<file path="src/core/sfe_defines.svh">
// constants of the spi command front end: opcodes, status layout, counts
// assumes inclusion by bare name from the core files
`ifndef SFE_DEFINES_SVH
`define SFE_DEFINES_SVH

// ----------------------------------------------------------------
// opcodes
// ----------------------------------------------------------------
`define SFE_OP_SET_WRITE_LATCH 8'h06
`define SFE_OP_CLEAR_WRITE_LATCH 8'h04
`define SFE_OP_STATUS_READ 8'h05
`define SFE_OP_STATUS_WRITE 8'h01
`define SFE_OP_MEMORY_READ 8'h03
`define SFE_OP_FAST_MEMORY_READ 8'h0b
`define SFE_OP_MEMORY_WRITE 8'h02
`define SFE_OP_SLEEP 8'hb9
`define SFE_OP_IDENTITY_READ 8'h9f

// ----------------------------------------------------------------
// status register layout
// ----------------------------------------------------------------
`define SFE_ST_WRITE_FLAG_BIT 1
`define SFE_ST_BG_LSB_BIT 2
`define SFE_ST_BG_MSB_BIT 3
`define SFE_ST_GPE_BIT 7
`define SFE_ST_RESET 8'h00

// ----------------------------------------------------------------
// widths and counts
// ----------------------------------------------------------------
`define SFE_ADDR_W 15
`define SFE_BIT_LAST 3'h7
`define SFE_SYNC_STAGES 2

`endif

</file>
<file path="src/core/sfe_pkg.sv">
// types of the spi command front end
// assumes nothing beyond a systemverilog compiler
package sfe_pkg;

   // ----------------------------------------------------------------
   // frame states
   // ----------------------------------------------------------------
   typedef enum logic [3:0] {
      sfe_st_opcode,
      sfe_st_addr,
      sfe_st_dummy,
      sfe_st_read_data,
      sfe_st_write_data,
      sfe_st_status_rd,
      sfe_st_status_wr,
      sfe_st_done,
      sfe_st_ignore
   } sfe_state_t;

endpackage

</file>
<file path="src/core/sfe_front_end.sv">
// spi slave command front end: framing, mode detection, opcode decode, write latch
// assumes spi pins arrive asynchronously; memory array sits outside on mem_* ports
`timescale 1ns/1ps
`include "sfe_defines.svh"

module sfe_front_end (
   input wire logic core_clk_in,
   input wire logic resetn_in,
   input wire logic cs_n_in,
   input wire logic sck_in,
   input wire logic si_in,
   output logic so_out,
   output logic so_oe_out,
   output logic [7:0] status_out,
   output logic mode3_out,
   output logic [`SFE_ADDR_W-1:0] mem_addr_out,
   input wire logic [7:0] mem_rd_data_in,
   output logic [7:0] mem_wr_data_out,
   output logic mem_wr_strobe_out,
   output logic sleep_req_out,
   output logic identity_req_out
);

   // ----------------------------------------------------------------
   // pin synchronisers and edges
   // ----------------------------------------------------------------
   logic cs_n_s;
   logic sck_s;
   logic si_s;
   logic cs_n_d;
   logic sck_d;

   sfe_sync #(.W(3), .RESET_VAL(3'h4)) u_sync (
      .core_clk_in(core_clk_in),
      .resetn_in(resetn_in),
      .pin_in({cs_n_in, sck_in, si_in}),
      .sync_out({cs_n_s, sck_s, si_s})
   );

   always_ff @(posedge core_clk_in or negedge resetn_in) begin
      if (!resetn_in) begin
         cs_n_d <= 1'b1;
         sck_d <= 1'b0;
      end else begin
         cs_n_d <= cs_n_s;
         sck_d <= sck_s;
      end
   end

   wire sel = !cs_n_s;
   wire cs_fall = cs_n_d && !cs_n_s;
   wire cs_rise = !cs_n_d && cs_n_s;
   wire sck_rise = !sck_d && sck_s;
   wire sck_fall = sck_d && !sck_s;

   // ----------------------------------------------------------------
   // state
   // ----------------------------------------------------------------
   sfe_pkg::sfe_state_t state;
   sfe_pkg::sfe_state_t next_state;
   logic armed;
   logic [2:0] bit_cnt;
   logic byte_cnt;
   logic [7:0] rx;
   logic [7:0] opcode;
   logic [2:0] tx_cnt;
   logic write_enable_flag;
   logic guard_pin_enable;
   logic block_guard_msb;
   logic block_guard_lsb;

   // ----------------------------------------------------------------
   // decode
   // ----------------------------------------------------------------
   function automatic sfe_pkg::sfe_state_t decode_op(input logic [7:0] op);
      sfe_pkg::sfe_state_t s;
      case (op)
         `SFE_OP_SET_WRITE_LATCH: s = sfe_pkg::sfe_st_done;
         `SFE_OP_CLEAR_WRITE_LATCH: s = sfe_pkg::sfe_st_done;
         `SFE_OP_SLEEP: s = sfe_pkg::sfe_st_done;
         `SFE_OP_IDENTITY_READ: s = sfe_pkg::sfe_st_done;
         `SFE_OP_STATUS_READ: s = sfe_pkg::sfe_st_status_rd;
         `SFE_OP_STATUS_WRITE: s = sfe_pkg::sfe_st_status_wr;
         `SFE_OP_MEMORY_READ: s = sfe_pkg::sfe_st_addr;
         `SFE_OP_FAST_MEMORY_READ: s = sfe_pkg::sfe_st_addr;
         `SFE_OP_MEMORY_WRITE: s = sfe_pkg::sfe_st_addr;
         default: s = sfe_pkg::sfe_st_ignore;
      endcase
      return s;
   endfunction

   // input is taken only while selected, armed and not discarding
   wire listening = (state != sfe_pkg::sfe_st_ignore) && (state != sfe_pkg::sfe_st_done);
   wire rx_take = sel && sck_rise && armed && listening;
   wire byte_done = rx_take && (bit_cnt == `SFE_BIT_LAST);
   wire [7:0] rx_byte = {rx[6:0], si_s};
   wire opcode_done = byte_done && (state == sfe_pkg::sfe_st_opcode);
   wire sending = (state == sfe_pkg::sfe_st_status_rd) || (state == sfe_pkg::sfe_st_read_data);
   wire [7:0] out_byte = (state == sfe_pkg::sfe_st_status_rd) ? status_out : mem_rd_data_in;
   wire tx_step = sel && sck_fall && sending;
   wire op_complete = (state != sfe_pkg::sfe_st_opcode) && (state != sfe_pkg::sfe_st_ignore);
   wire whole_bytes = (bit_cnt == 3'h0);
   wire ends_write = (opcode == `SFE_OP_CLEAR_WRITE_LATCH) || (opcode == `SFE_OP_STATUS_WRITE) ||
      (opcode == `SFE_OP_MEMORY_WRITE);
   wire flag_set = cs_rise && op_complete && whole_bytes && (opcode == `SFE_OP_SET_WRITE_LATCH);
   wire flag_clr = cs_rise && op_complete && whole_bytes && ends_write;
   wire status_wr = byte_done && (state == sfe_pkg::sfe_st_status_wr) && write_enable_flag;
   wire mem_wr = byte_done && (state == sfe_pkg::sfe_st_write_data) && write_enable_flag;

   always_comb begin
      next_state = state;
      if (byte_done) begin
         case (state)
            sfe_pkg::sfe_st_opcode: begin
               next_state = decode_op(rx_byte);
            end
            sfe_pkg::sfe_st_addr: begin
               if (byte_cnt) begin
                  if (opcode == `SFE_OP_MEMORY_WRITE) begin
                     next_state = sfe_pkg::sfe_st_write_data;
                  end else if (opcode == `SFE_OP_FAST_MEMORY_READ) begin
                     next_state = sfe_pkg::sfe_st_dummy;
                  end else begin
                     next_state = sfe_pkg::sfe_st_read_data;
                  end
               end
            end
            sfe_pkg::sfe_st_dummy: begin
               next_state = sfe_pkg::sfe_st_read_data;
            end
            sfe_pkg::sfe_st_status_wr: begin
               next_state = sfe_pkg::sfe_st_done;
            end
            default: begin
               next_state = state;
            end
         endcase
      end
   end

   // ----------------------------------------------------------------
   // framing and receive
   // ----------------------------------------------------------------
   always_ff @(posedge core_clk_in or negedge resetn_in) begin
      if (!resetn_in) begin
         state <= sfe_pkg::sfe_st_opcode;
         bit_cnt <= 3'h0;
         byte_cnt <= 1'b0;
         armed <= 1'b0;
         mode3_out <= 1'b0;
      end else if (cs_fall) begin
         state <= sfe_pkg::sfe_st_opcode;
         bit_cnt <= 3'h0;
         byte_cnt <= 1'b0;
         armed <= !sck_s;
         mode3_out <= sck_s;
      end else begin
         state <= next_state;
         if (rx_take) begin
            bit_cnt <= bit_cnt + 3'h1;
         end
         if (byte_done && (state == sfe_pkg::sfe_st_addr)) begin
            byte_cnt <= !byte_cnt;
         end
         if (sel && sck_fall) begin
            armed <= 1'b1;
         end
      end
   end

   always_ff @(posedge core_clk_in or negedge resetn_in) begin
      if (!resetn_in) begin
         rx <= 8'h00;
         opcode <= 8'h00;
      end else begin
         if (rx_take) begin
            rx <= rx_byte;
         end
         if (cs_fall) begin
            opcode <= 8'h00;
         end else if (opcode_done) begin
            opcode <= rx_byte;
         end
      end
   end

   // ----------------------------------------------------------------
   // address and memory strobes
   // ----------------------------------------------------------------
   always_ff @(posedge core_clk_in or negedge resetn_in) begin
      if (!resetn_in) begin
         mem_addr_out <= '0;
      end else if (byte_done && (state == sfe_pkg::sfe_st_addr)) begin
         if (!byte_cnt) begin
            mem_addr_out <= {rx_byte[6:0], mem_addr_out[7:0]};
         end else begin
            mem_addr_out <= {mem_addr_out[14:8], rx_byte};
         end
      end else if (mem_wr_strobe_out) begin
         mem_addr_out <= mem_addr_out + 15'h0001;
      end else if (tx_step && (tx_cnt == `SFE_BIT_LAST) && (state == sfe_pkg::sfe_st_read_data)) begin
         mem_addr_out <= mem_addr_out + 15'h0001;
      end
   end

   always_ff @(posedge core_clk_in or negedge resetn_in) begin
      if (!resetn_in) begin
         mem_wr_data_out <= 8'h00;
         mem_wr_strobe_out <= 1'b0;
         sleep_req_out <= 1'b0;
         identity_req_out <= 1'b0;
      end else begin
         mem_wr_strobe_out <= mem_wr;
         if (mem_wr) begin
            mem_wr_data_out <= rx_byte;
         end
         sleep_req_out <= opcode_done && (rx_byte == `SFE_OP_SLEEP);
         identity_req_out <= opcode_done && (rx_byte == `SFE_OP_IDENTITY_READ);
      end
   end

   // ----------------------------------------------------------------
   // transmit on falling clock
   // ----------------------------------------------------------------
   always_ff @(posedge core_clk_in or negedge resetn_in) begin
      if (!resetn_in) begin
         tx_cnt <= 3'h0;
         so_out <= 1'b0;
      end else if (cs_fall) begin
         tx_cnt <= 3'h0;
         so_out <= 1'b0;
      end else if (tx_step) begin
         so_out <= out_byte[3'h7 - tx_cnt];
         tx_cnt <= tx_cnt + 3'h1;
      end
   end

   assign so_oe_out = sel && sending;

   // ----------------------------------------------------------------
   // write latch and status register
   // ----------------------------------------------------------------
   always_ff @(posedge core_clk_in or negedge resetn_in) begin
      if (!resetn_in) begin
         write_enable_flag <= 1'b0;
      end else if (flag_set) begin
         write_enable_flag <= 1'b1;
      end else if (flag_clr) begin
         write_enable_flag <= 1'b0;
      end
   end

   always_ff @(posedge core_clk_in or negedge resetn_in) begin
      if (!resetn_in) begin
         guard_pin_enable <= 1'b0;
         block_guard_msb <= 1'b0;
         block_guard_lsb <= 1'b0;
      end else if (status_wr) begin
         guard_pin_enable <= rx_byte[`SFE_ST_GPE_BIT];
         block_guard_msb <= rx_byte[`SFE_ST_BG_MSB_BIT];
         block_guard_lsb <= rx_byte[`SFE_ST_BG_LSB_BIT];
      end
   end

   // fixed zeros at bits 0 and 4..6
   assign status_out = {guard_pin_enable, 3'h0, block_guard_msb, block_guard_lsb, write_enable_flag, 1'b0};
endmodule

</file>
<file path="src/core/sfe_sync.sv">
// two flip-flop synchroniser for a group of pin inputs
// assumes asynchronous pins and one core clock
`timescale 1ns/1ps
module sfe_sync #(
   parameter int W = 1,
   parameter logic [W-1:0] RESET_VAL = '0
) (
   input wire logic core_clk_in,
   input wire logic resetn_in,
   input wire logic [W-1:0] pin_in,
   output logic [W-1:0] sync_out
);

   // ----------------------------------------------------------------
   // stages
   // ----------------------------------------------------------------
   logic [W-1:0] meta;

   always_ff @(posedge core_clk_in or negedge resetn_in) begin
      if (!resetn_in) begin
         meta <= RESET_VAL;
         sync_out <= RESET_VAL;
      end else begin
         meta <= pin_in;
         sync_out <= meta;
      end
   end

endmodule

</file>
<file path="config.mk">
export PLATFORM = sky130hd
export DESIGN_NAME = sfe_front_end
export DESIGN_NICKNAME = d
export VERILOG_FILES = /design/src/core/sfe_pkg.sv /design/src/core/sfe_front_end.sv /design/src/core/sfe_sync.sv
export VERILOG_INCLUDE_DIRS = /design/src /design/src/core
export SDC_FILE = /design/constraint.sdc
export NUM_CORES = 1
export LEC_CHECK = 0
export BUFFER_PORTS_ARGS = -buffer_cell sky130_fd_sc_hd__buf_4
export CAP_MARGIN = 20
export CORE_ASPECT_RATIO = 1.25
export CORE_MARGIN = 2
export CORE_UTILIZATION = 24
export CTS_BUF_LIST = sky130_fd_sc_hd__clkbuf_8
export DETAILED_ROUTE_END_ITERATION = 10
export PLACE_DENSITY = 0.41
export SYNTH_ARGS = -nofsm -noshare
export SYNTH_HDL_FRONTEND = slang
export SYNTH_HIERARCHICAL = 1
export SYNTH_SLANG_ARGS = --single-unit
</file>
<file path="constraint.sdc">
create_clock -name core_clk_in -period 2.09 [get_ports core_clk_in]
set_input_delay 0.1045 -clock core_clk_in [delete_from_list [all_inputs] [get_ports core_clk_in]]
set_output_delay 0.1045 -clock core_clk_in [all_outputs]
set_load 0.01 [all_outputs]
</file>
# == Word-level counts from Yosys, hierarchy flattened ==
# Cells that the tools add are included.
# W data, S select, Z words.
# totals
word_cells,135
register_bits,67
out_inout_bits,37
# classes
mux,28
n_eq_ne,27
add_sub_neg,4
reduce_logical,52
order_cmp,1
# ops
cell,count
$mux W15,4
$eq A8 B3 Y1 const B,5
$pmux W4 S4,2
$logic_and A1 B1 Y1,27
$eq A8 B2 Y1 const B,3
$mux W8,3
$eq A8 B1 Y1 const B,2
$eq A8 B4 Y1 const B,2
$eq A8 B8 Y1 const B,2
$add A15 B1 Y15 const B,1
$mux W3,5
$reduce_bool A2 Y1,7
$eq A4 B3 Y1 const B,3
$mux W4,3
$mux W1,10
$eq A4 B2 Y1 const B,2
$add A3 B1 Y3 const B,2
$eq A3 B3 Y1 const B,2
$logic_not A1 Y1,5
$reduce_bool A5 Y1,1
$eq A4 B1 Y1 const B,1
$logic_not A4 Y1,1
$lt A3 B4 Y1 const B,1
$ne A2 B2 Y1 const B,2
13 further kinds,16

# == Logic depth before layout (Yosys ltp) ==
# depth
ltp_word,9
ltp_mapped,8
ltp_nobuf,7

# == By module ==
# Netlist, hierarchy kept.
# by_module_without_submodules
mod,seq_area_each_um2,n_inst,cells_per_inst,area_per_inst_um2
sfe_front_end,1527.7,1,330,3434.5
sfe_sync,152.6,1,6,152.6

# == Worst setup path before layout ==
# OpenSTA, ideal clock, no wires.
# synth_timing
path_type,reg2reg
from,register state[3]
to,register mem_addr_out[9]
stages_incl_launch_ff,8
required_time_ns,1.953
arrival_ns,1.672
synth_period_minus_slack_ns,1.809
n_path_buf,2
path_slack_ns,0.281
setup_ns,0.137
cell_sequence,dfrtp_1 buf_4 or4b_4 nor3_4 nand2_2 buf_2 o22ai_1 a21oi_1
# synth_via
elab_chain_cells,7
elab_cells_between_ends,17
cone_classes,eq/ne (6); mux (1); reduce/logical (10)
# synth_lines
element,line_no,source
from (decl),sfe_front_end.sv:59,sfe_pkg::sfe_state_t state;
from (signal assigned),sfe_front_end.sv:146,state <= sfe_pkg::sfe_st_opcode;
from (signal assigned),sfe_front_end.sv:152,state <= sfe_pkg::sfe_st_opcode;
from (signal assigned),sfe_front_end.sv:158,state <= next_state;
"$ne A4 B4 Y1, or another cell as far along",sfe_front_end.sv:93,wire listening = (state != sfe_pkg::sfe_st_ignore) && (state != sfe_pkg::sfe_st_done);
$logic_and A1 B1 Y1 / $logic_or A1 B1 Y1 (equally long branches),"sfe_front_end.sv:93, sfe_front_end.sv:98",
"$logic_and A1 B1 Y1, on equally long branches","sfe_front_end.sv:94, sfe_front_end.sv:100",
"$logic_and A1 B1 Y1, on equally long branches","sfe_front_end.sv:95, sfe_front_end.sv:201",
"$logic_and A1 B1 Y1, on equally long branches","sfe_front_end.sv:193, sfe_front_end.sv:201",
$ne A2 B2 Y1 (no line) / $reduce_bool A3 Y1 (equally long branches),--,
$reduce_and A2 Y1 (no line),--,
to (signal assigned),sfe_front_end.sv:195,"mem_addr_out <= {rx_byte[6:0], mem_addr_out[7:0]};"
to (signal assigned),sfe_front_end.sv:197,"mem_addr_out <= {mem_addr_out[14:8], rx_byte};"
to (signal assigned),sfe_front_end.sv:200,mem_addr_out <= mem_addr_out + 15'h0001;
to (decl),sfe_front_end.sv:16,"output logic [`SFE_ADDR_W-1:0] mem_addr_out,"
# Parallel ways exist; a longest one is shown, timed or not.
# A chain may end at the register's enable or synchronous reset.

# == Final worst setup path ==
# layout_timing
from,register state[1]
to,register so_out
# layout_via
elab_chain_cells,6
elab_cells_between_ends,10
cone_classes,eq/ne (2); mux (5); reduce/logical (3)
# layout_lines
element,line_no,source
$eq A4 B3 Y1,"sfe_front_end.sv:98, sfe_front_end.sv:99",
$mux W8,sfe_front_end.sv:99,wire [7:0] out_byte = (state == sfe_pkg::sfe_st_status_rd) ? status_out : mem_rd_data_in;
$bmux W1 S3,sfe_front_end.sv:233,so_out <= out_byte[3'h7 - tx_cnt];
$mux W1 (implied by the code),sfe_front_end.sv:233,
$mux W1,sfe_front_end.sv:232,end else if (tx_step) begin
$mux W1,sfe_front_end.sv:229,end else if (cs_fall) begin
to (signal assigned),sfe_front_end.sv:233,
to (decl),sfe_front_end.sv:12,"output logic so_out,"
# Parallel ways exist; a longest one is shown, timed or not. The select of a mux whose other input is x is not followed.

==> results list <==
- In this run the worst path has a maximum fanout of 7.
* Type of the tightest min-delay check: input port to flop
* Category of the worst setup path capture point: flop
- In this run the horizontal extent of the chip is 113.4 microns.
- Vias in the first global route: 2953
- Root Buffer: sky130_fd_sc_hd__clkbuf_8
- Summed over all layers, the routed wires come to 9884 microns.
* Proportion of synthesized chip area in sequential cells: 46.84%
* Leftover overflow at the end of global routing: 0
- Count of filler cells inserted in the layout: 1497
- Average cell area after synthesis: 10.68 sq um
- Standard-cell row count: 49
- Antenna violations before repair: 0
- Synthesis produced a netlist whose cell count is 336.
- In the routed layout, each cell is associated on average with a via count of 4.838.
* Setup Skew: 0.009105 ns
* Outcome: complete, no violations
- The cell area that synthesis handed to floorplanning was 0.003587 sq mm.
- Minimum period implied by the final worst setup slack: 1.948 ns
* Iteration-0 DRC count of the detailed router: 145
- Total track usage: 12.90%
- Based on the critical path, the design can be clocked at up to 0.5133 GHz.
* Vias post-DR: 2869
* Largest net degree at the start of global routing: 68
- Proportion of register bits with asynchronous set or reset after synthesis: 100.0%
* Total placed instance area: 0.004272 sq mm
- The post-route netlist has 33.73% of its cells at a drive strength greater than 1.
* Finish-stage setup viols: 0
- Placed cell count: 570
- At the pin with the least slew margin, the transition time is 0.8971 ns.
- Slew Limit Fails: 0
* Synth warn: 6
- The repair_antennas step left the layout with diodes totalling 0.
- Worst setup SP type: flop
- For the worst setup path, the data arrival time is 2.19 ns.
- Average detailed-routed wire length per instance: 16.67 microns
- Number of synthesized flops with an enable pin: 0
* Post-route design area: 0.004524 sq mm
- The clock passes through at most 2 buffers.
- In this run the count of I/O pins placed on the die edge is 50.
- Floorplan core area: 0.01453 sq mm
- RSZ-0062 raised after global routing: no
- In this run the number of H-tree levels came out at 3.
* Final Power: 2.965 mW
* Seq. cell area: 0.001680 sq mm
- Port buffering added 45 buffers.
- The first global-routing pass estimated 16030 microns of wire.
- In the routed design, unresolved DRC markers number 0.
- After the last flow step, the layout net total stands at 429.
- Area added between synthesis and finish: 26.12%
- The floorplan step defined a die boundary enclosing 0.01595 sq mm.
* Antenna violation net count after detailed routing: 0
* Placer Congestion: 0.8281
- Yosys mapped the design onto 65 distinct sky130hd cell types.
- STA puts the critical path data required time at 2.33 ns.
- Post-synth top flop: sky130_fd_sc_hd__dfrtp_1
- Area taken by multi-input logic gates: 0.001738 sq mm
* Final Hold Viols: 0
* VDD IR-drop max: 0.2626 mV
- P per Cell Area: 655.4 mW/mm^2
- The worst pin sits at a relative slew slack of 40.19%.
- In the finished design, the share of the clock period the worst path needs comes to 93.21%.
- Counting the buffers created by CTS gives 9.
- TritonCTS clock tree: built
* Max_cap viols: 0
- HPWL after detailed placement: 7317 microns
* Kind of critical path: flop to flop
- Setup tns final: 0 ns
* Clock-pin slew on the worst setup and hold paths: 0.08 ns
- The floorplan step set the die height to 140.7 microns.
- For this design the static power due to leakage is 2.175 nW.
* Clock sink count: 67
* Starting density of the core: 24.69%
- Clock latency of the later-clocked register in the worst-skew pair: 0.36 ns
- Flip-flop and latch count after synthesis: 67
* Number of detailed-route iterations in the first pass: 4
* Count of non-filler cells in the finished layout: 593
## cell usage after synthesis (2+ instances only)
master	n	area, sq um
sky130_fd_sc_hd__a311oi_1	7	61.31
sky130_fd_sc_hd__mux2i_1	13	130.1
sky130_fd_sc_hd__o211ai_1	2	15.01
sky130_fd_sc_hd__nor2_2	2	12.51
sky130_fd_sc_hd__nor2b_1	5	31.28
sky130_fd_sc_hd__dfrtp_1	64	1602
sky130_fd_sc_hd__a211oi_1	4	30.03
sky130_fd_sc_hd__o31ai_1	2	15.01
sky130_fd_sc_hd__mux2_2	18	202.7
sky130_fd_sc_hd__nor3_1	9	45.04
sky130_fd_sc_hd__nand3_1	8	40.04
sky130_fd_sc_hd__a32o_1	2	20.02
sky130_fd_sc_hd__o32ai_1	3	26.28
sky130_fd_sc_hd__clkbuf_1	9	33.78
sky130_fd_sc_hd__nand4_1	4	25.02
sky130_fd_sc_hd__nor4_4	2	42.54
sky130_fd_sc_hd__mux4_2	2	45.04
sky130_fd_sc_hd__a21oi_1	17	85.08
sky130_fd_sc_hd__a22o_1	2	17.52
sky130_fd_sc_hd__nor4_1	3	18.77
sky130_fd_sc_hd__nor2_1	34	127.6
sky130_fd_sc_hd__buf_4	12	90.09
sky130_fd_sc_hd__xnor2_1	3	26.28
sky130_fd_sc_hd__o221a_1	2	22.52
sky130_fd_sc_hd__dfstp_2	3	78.83
sky130_fd_sc_hd__and4_1	3	26.28
sky130_fd_sc_hd__o22ai_1	5	31.28
sky130_fd_sc_hd__nand4b_1	3	26.28
sky130_fd_sc_hd__and3_1	4	25.02
sky130_fd_sc_hd__and2_1	2	12.51
sky130_fd_sc_hd__nand2_1	24	90.09
sky130_fd_sc_hd__ha_1	6	75.07
sky130_fd_sc_hd__nand2b_1	5	31.28
sky130_fd_sc_hd__buf_2	4	20.02
sky130_fd_sc_hd__nor4b_1	2	17.52
sky130_fd_sc_hd__o21ai_0	9	45.04
sky130_fd_sc_hd__inv_1	8	30.03
sky130_fd_sc_hd__xor2_1	2	17.52
## critical path, stage by stage (launching register included)
cell and delay (ns):
sky130_fd_sc_hd__dfrtp_1 0.47, sky130_fd_sc_hd__and2b_1 0.26, sky130_fd_sc_hd__nand2_4 0.11, sky130_fd_sc_hd__mux4_2 0.49, sky130_fd_sc_hd__o31a_1 0.25, sky130_fd_sc_hd__a32o_1 0.25
## flip-flops by register name, indices dropped and copies added (netlist names), 3 cells and up
| signal | count |
|---|---|
| mem_addr_out | 15 |
| mem_wr_data_out | 8 |
| opcode | 8 |
| rx | 7 |
| state | 4 |
| bit_cnt | 3 |
| tx_cnt | 3 |
| u_sync/meta | 3 |
| u_sync/sync_out | 3 |
## placed cells by master, fill, tap and decap left out, types with 6 or more instances in the layout
cell type | netlist | layout
sky130_fd_sc_hd__clkbuf_8 | 0 | 10
sky130_fd_sc_hd__nand2_1 | 24 | 22
sky130_fd_sc_hd__nor3_1 | 9 | 9
sky130_fd_sc_hd__buf_4 | 12 | 81
sky130_fd_sc_hd__a21oi_1 | 17 | 17
sky130_fd_sc_hd__mux2_2 | 18 | 18
sky130_fd_sc_hd__nand3_1 | 8 | 8
sky130_fd_sc_hd__o21ai_0 | 9 | 9
sky130_fd_sc_hd__a311oi_1 | 7 | 7
sky130_fd_sc_hd__dfrtp_1 | 64 | 64
sky130_fd_sc_hd__nor2_1 | 34 | 34
sky130_fd_sc_hd__inv_1 | 8 | 8
sky130_fd_sc_hd__mux2i_1 | 13 | 13
sky130_fd_sc_hd__ha_1 | 6 | 6
## stage by stage
step	util, %	setup WS, ns	hold slack [ns]
finish	31.14	0.1420	0.2063
global route	31.14	0.03802	0.2288
CTS	30.95	0.1311	0.1946
detailed placement	29.40	0.1254	0.2148
global placement	29.40	0.1657	0.2143
floorplan	-	0.2813	-0.1911
## per-layer routing
metal | share of wire (%) | GRT usage [%]
met5 | 0 | 0
met4 | 3.1 | 6.098
met3 | 3.3 | 2.537
met2 | 51 | 22.06
met1 | 43 | 15.52
## path summary, 6_finish.rpt
path                                   start                 end  depth (start not counted)  slack [ns]
min in group asynchronous          resetn_in           tx_cnt[2]                          2        0.39
max                                 state[1]              so_out                          5        0.14
min                        mem_rd_data_in[0]              so_out                          4        0.21
min reg2reg                   u_sync/meta[0]  u_sync/sync_out[0]                          0        0.35
max in group asynchronous          resetn_in           tx_cnt[1]                          2        1.09
max reg2reg                         state[1]              so_out                          5        0.14
## cell families after synthesis
kind of cell | Yosys count | synth area share, %
AND/OR/NAND/NOR | 128 | 21.80
flip-flops | 67 | 46.84
AO/OA/AOI/OAI | 62 | 12.24
buffers and inverters | 34 | 5.162
multiplexers | 33 | 10.53
adder cells (fa/ha/maj) | 6 | 2.093
XOR/XNOR | 5 | 1.221
other | 1 | 0.1045
## area by class of cell
| cell class | count | area share [%] |
|---|---|---|
| well taps | 178 | 4.923 |
| repair buffers | 86 | 14.77 |
| clock inverters | 6 | 1.051 |
| flip-flops and latches | 67 | 37.14 |
| inverters | 8 | 0.6637 |
| clock buffers | 10 | 3.042 |
| multi-input cells | 238 | 38.41 |
## what timing repair did
action	in CTS	in global routing
endpoints found under the setup margin	0	3
hold buffers	4	0
buffers inserted	0	3
resized for setup	0	2
hold endpoints to repair	67	0
## where the power goes
part / internal [mW] / total (mW) / switching, mW
Combinational: 0.222 / 0.507 / 0.285
Clock: 0.470 / 1.04 / 0.565
Sequential: 1.36 / 1.42 / 0.0652
Note: power is estimated with default switching activity, not from simulation.
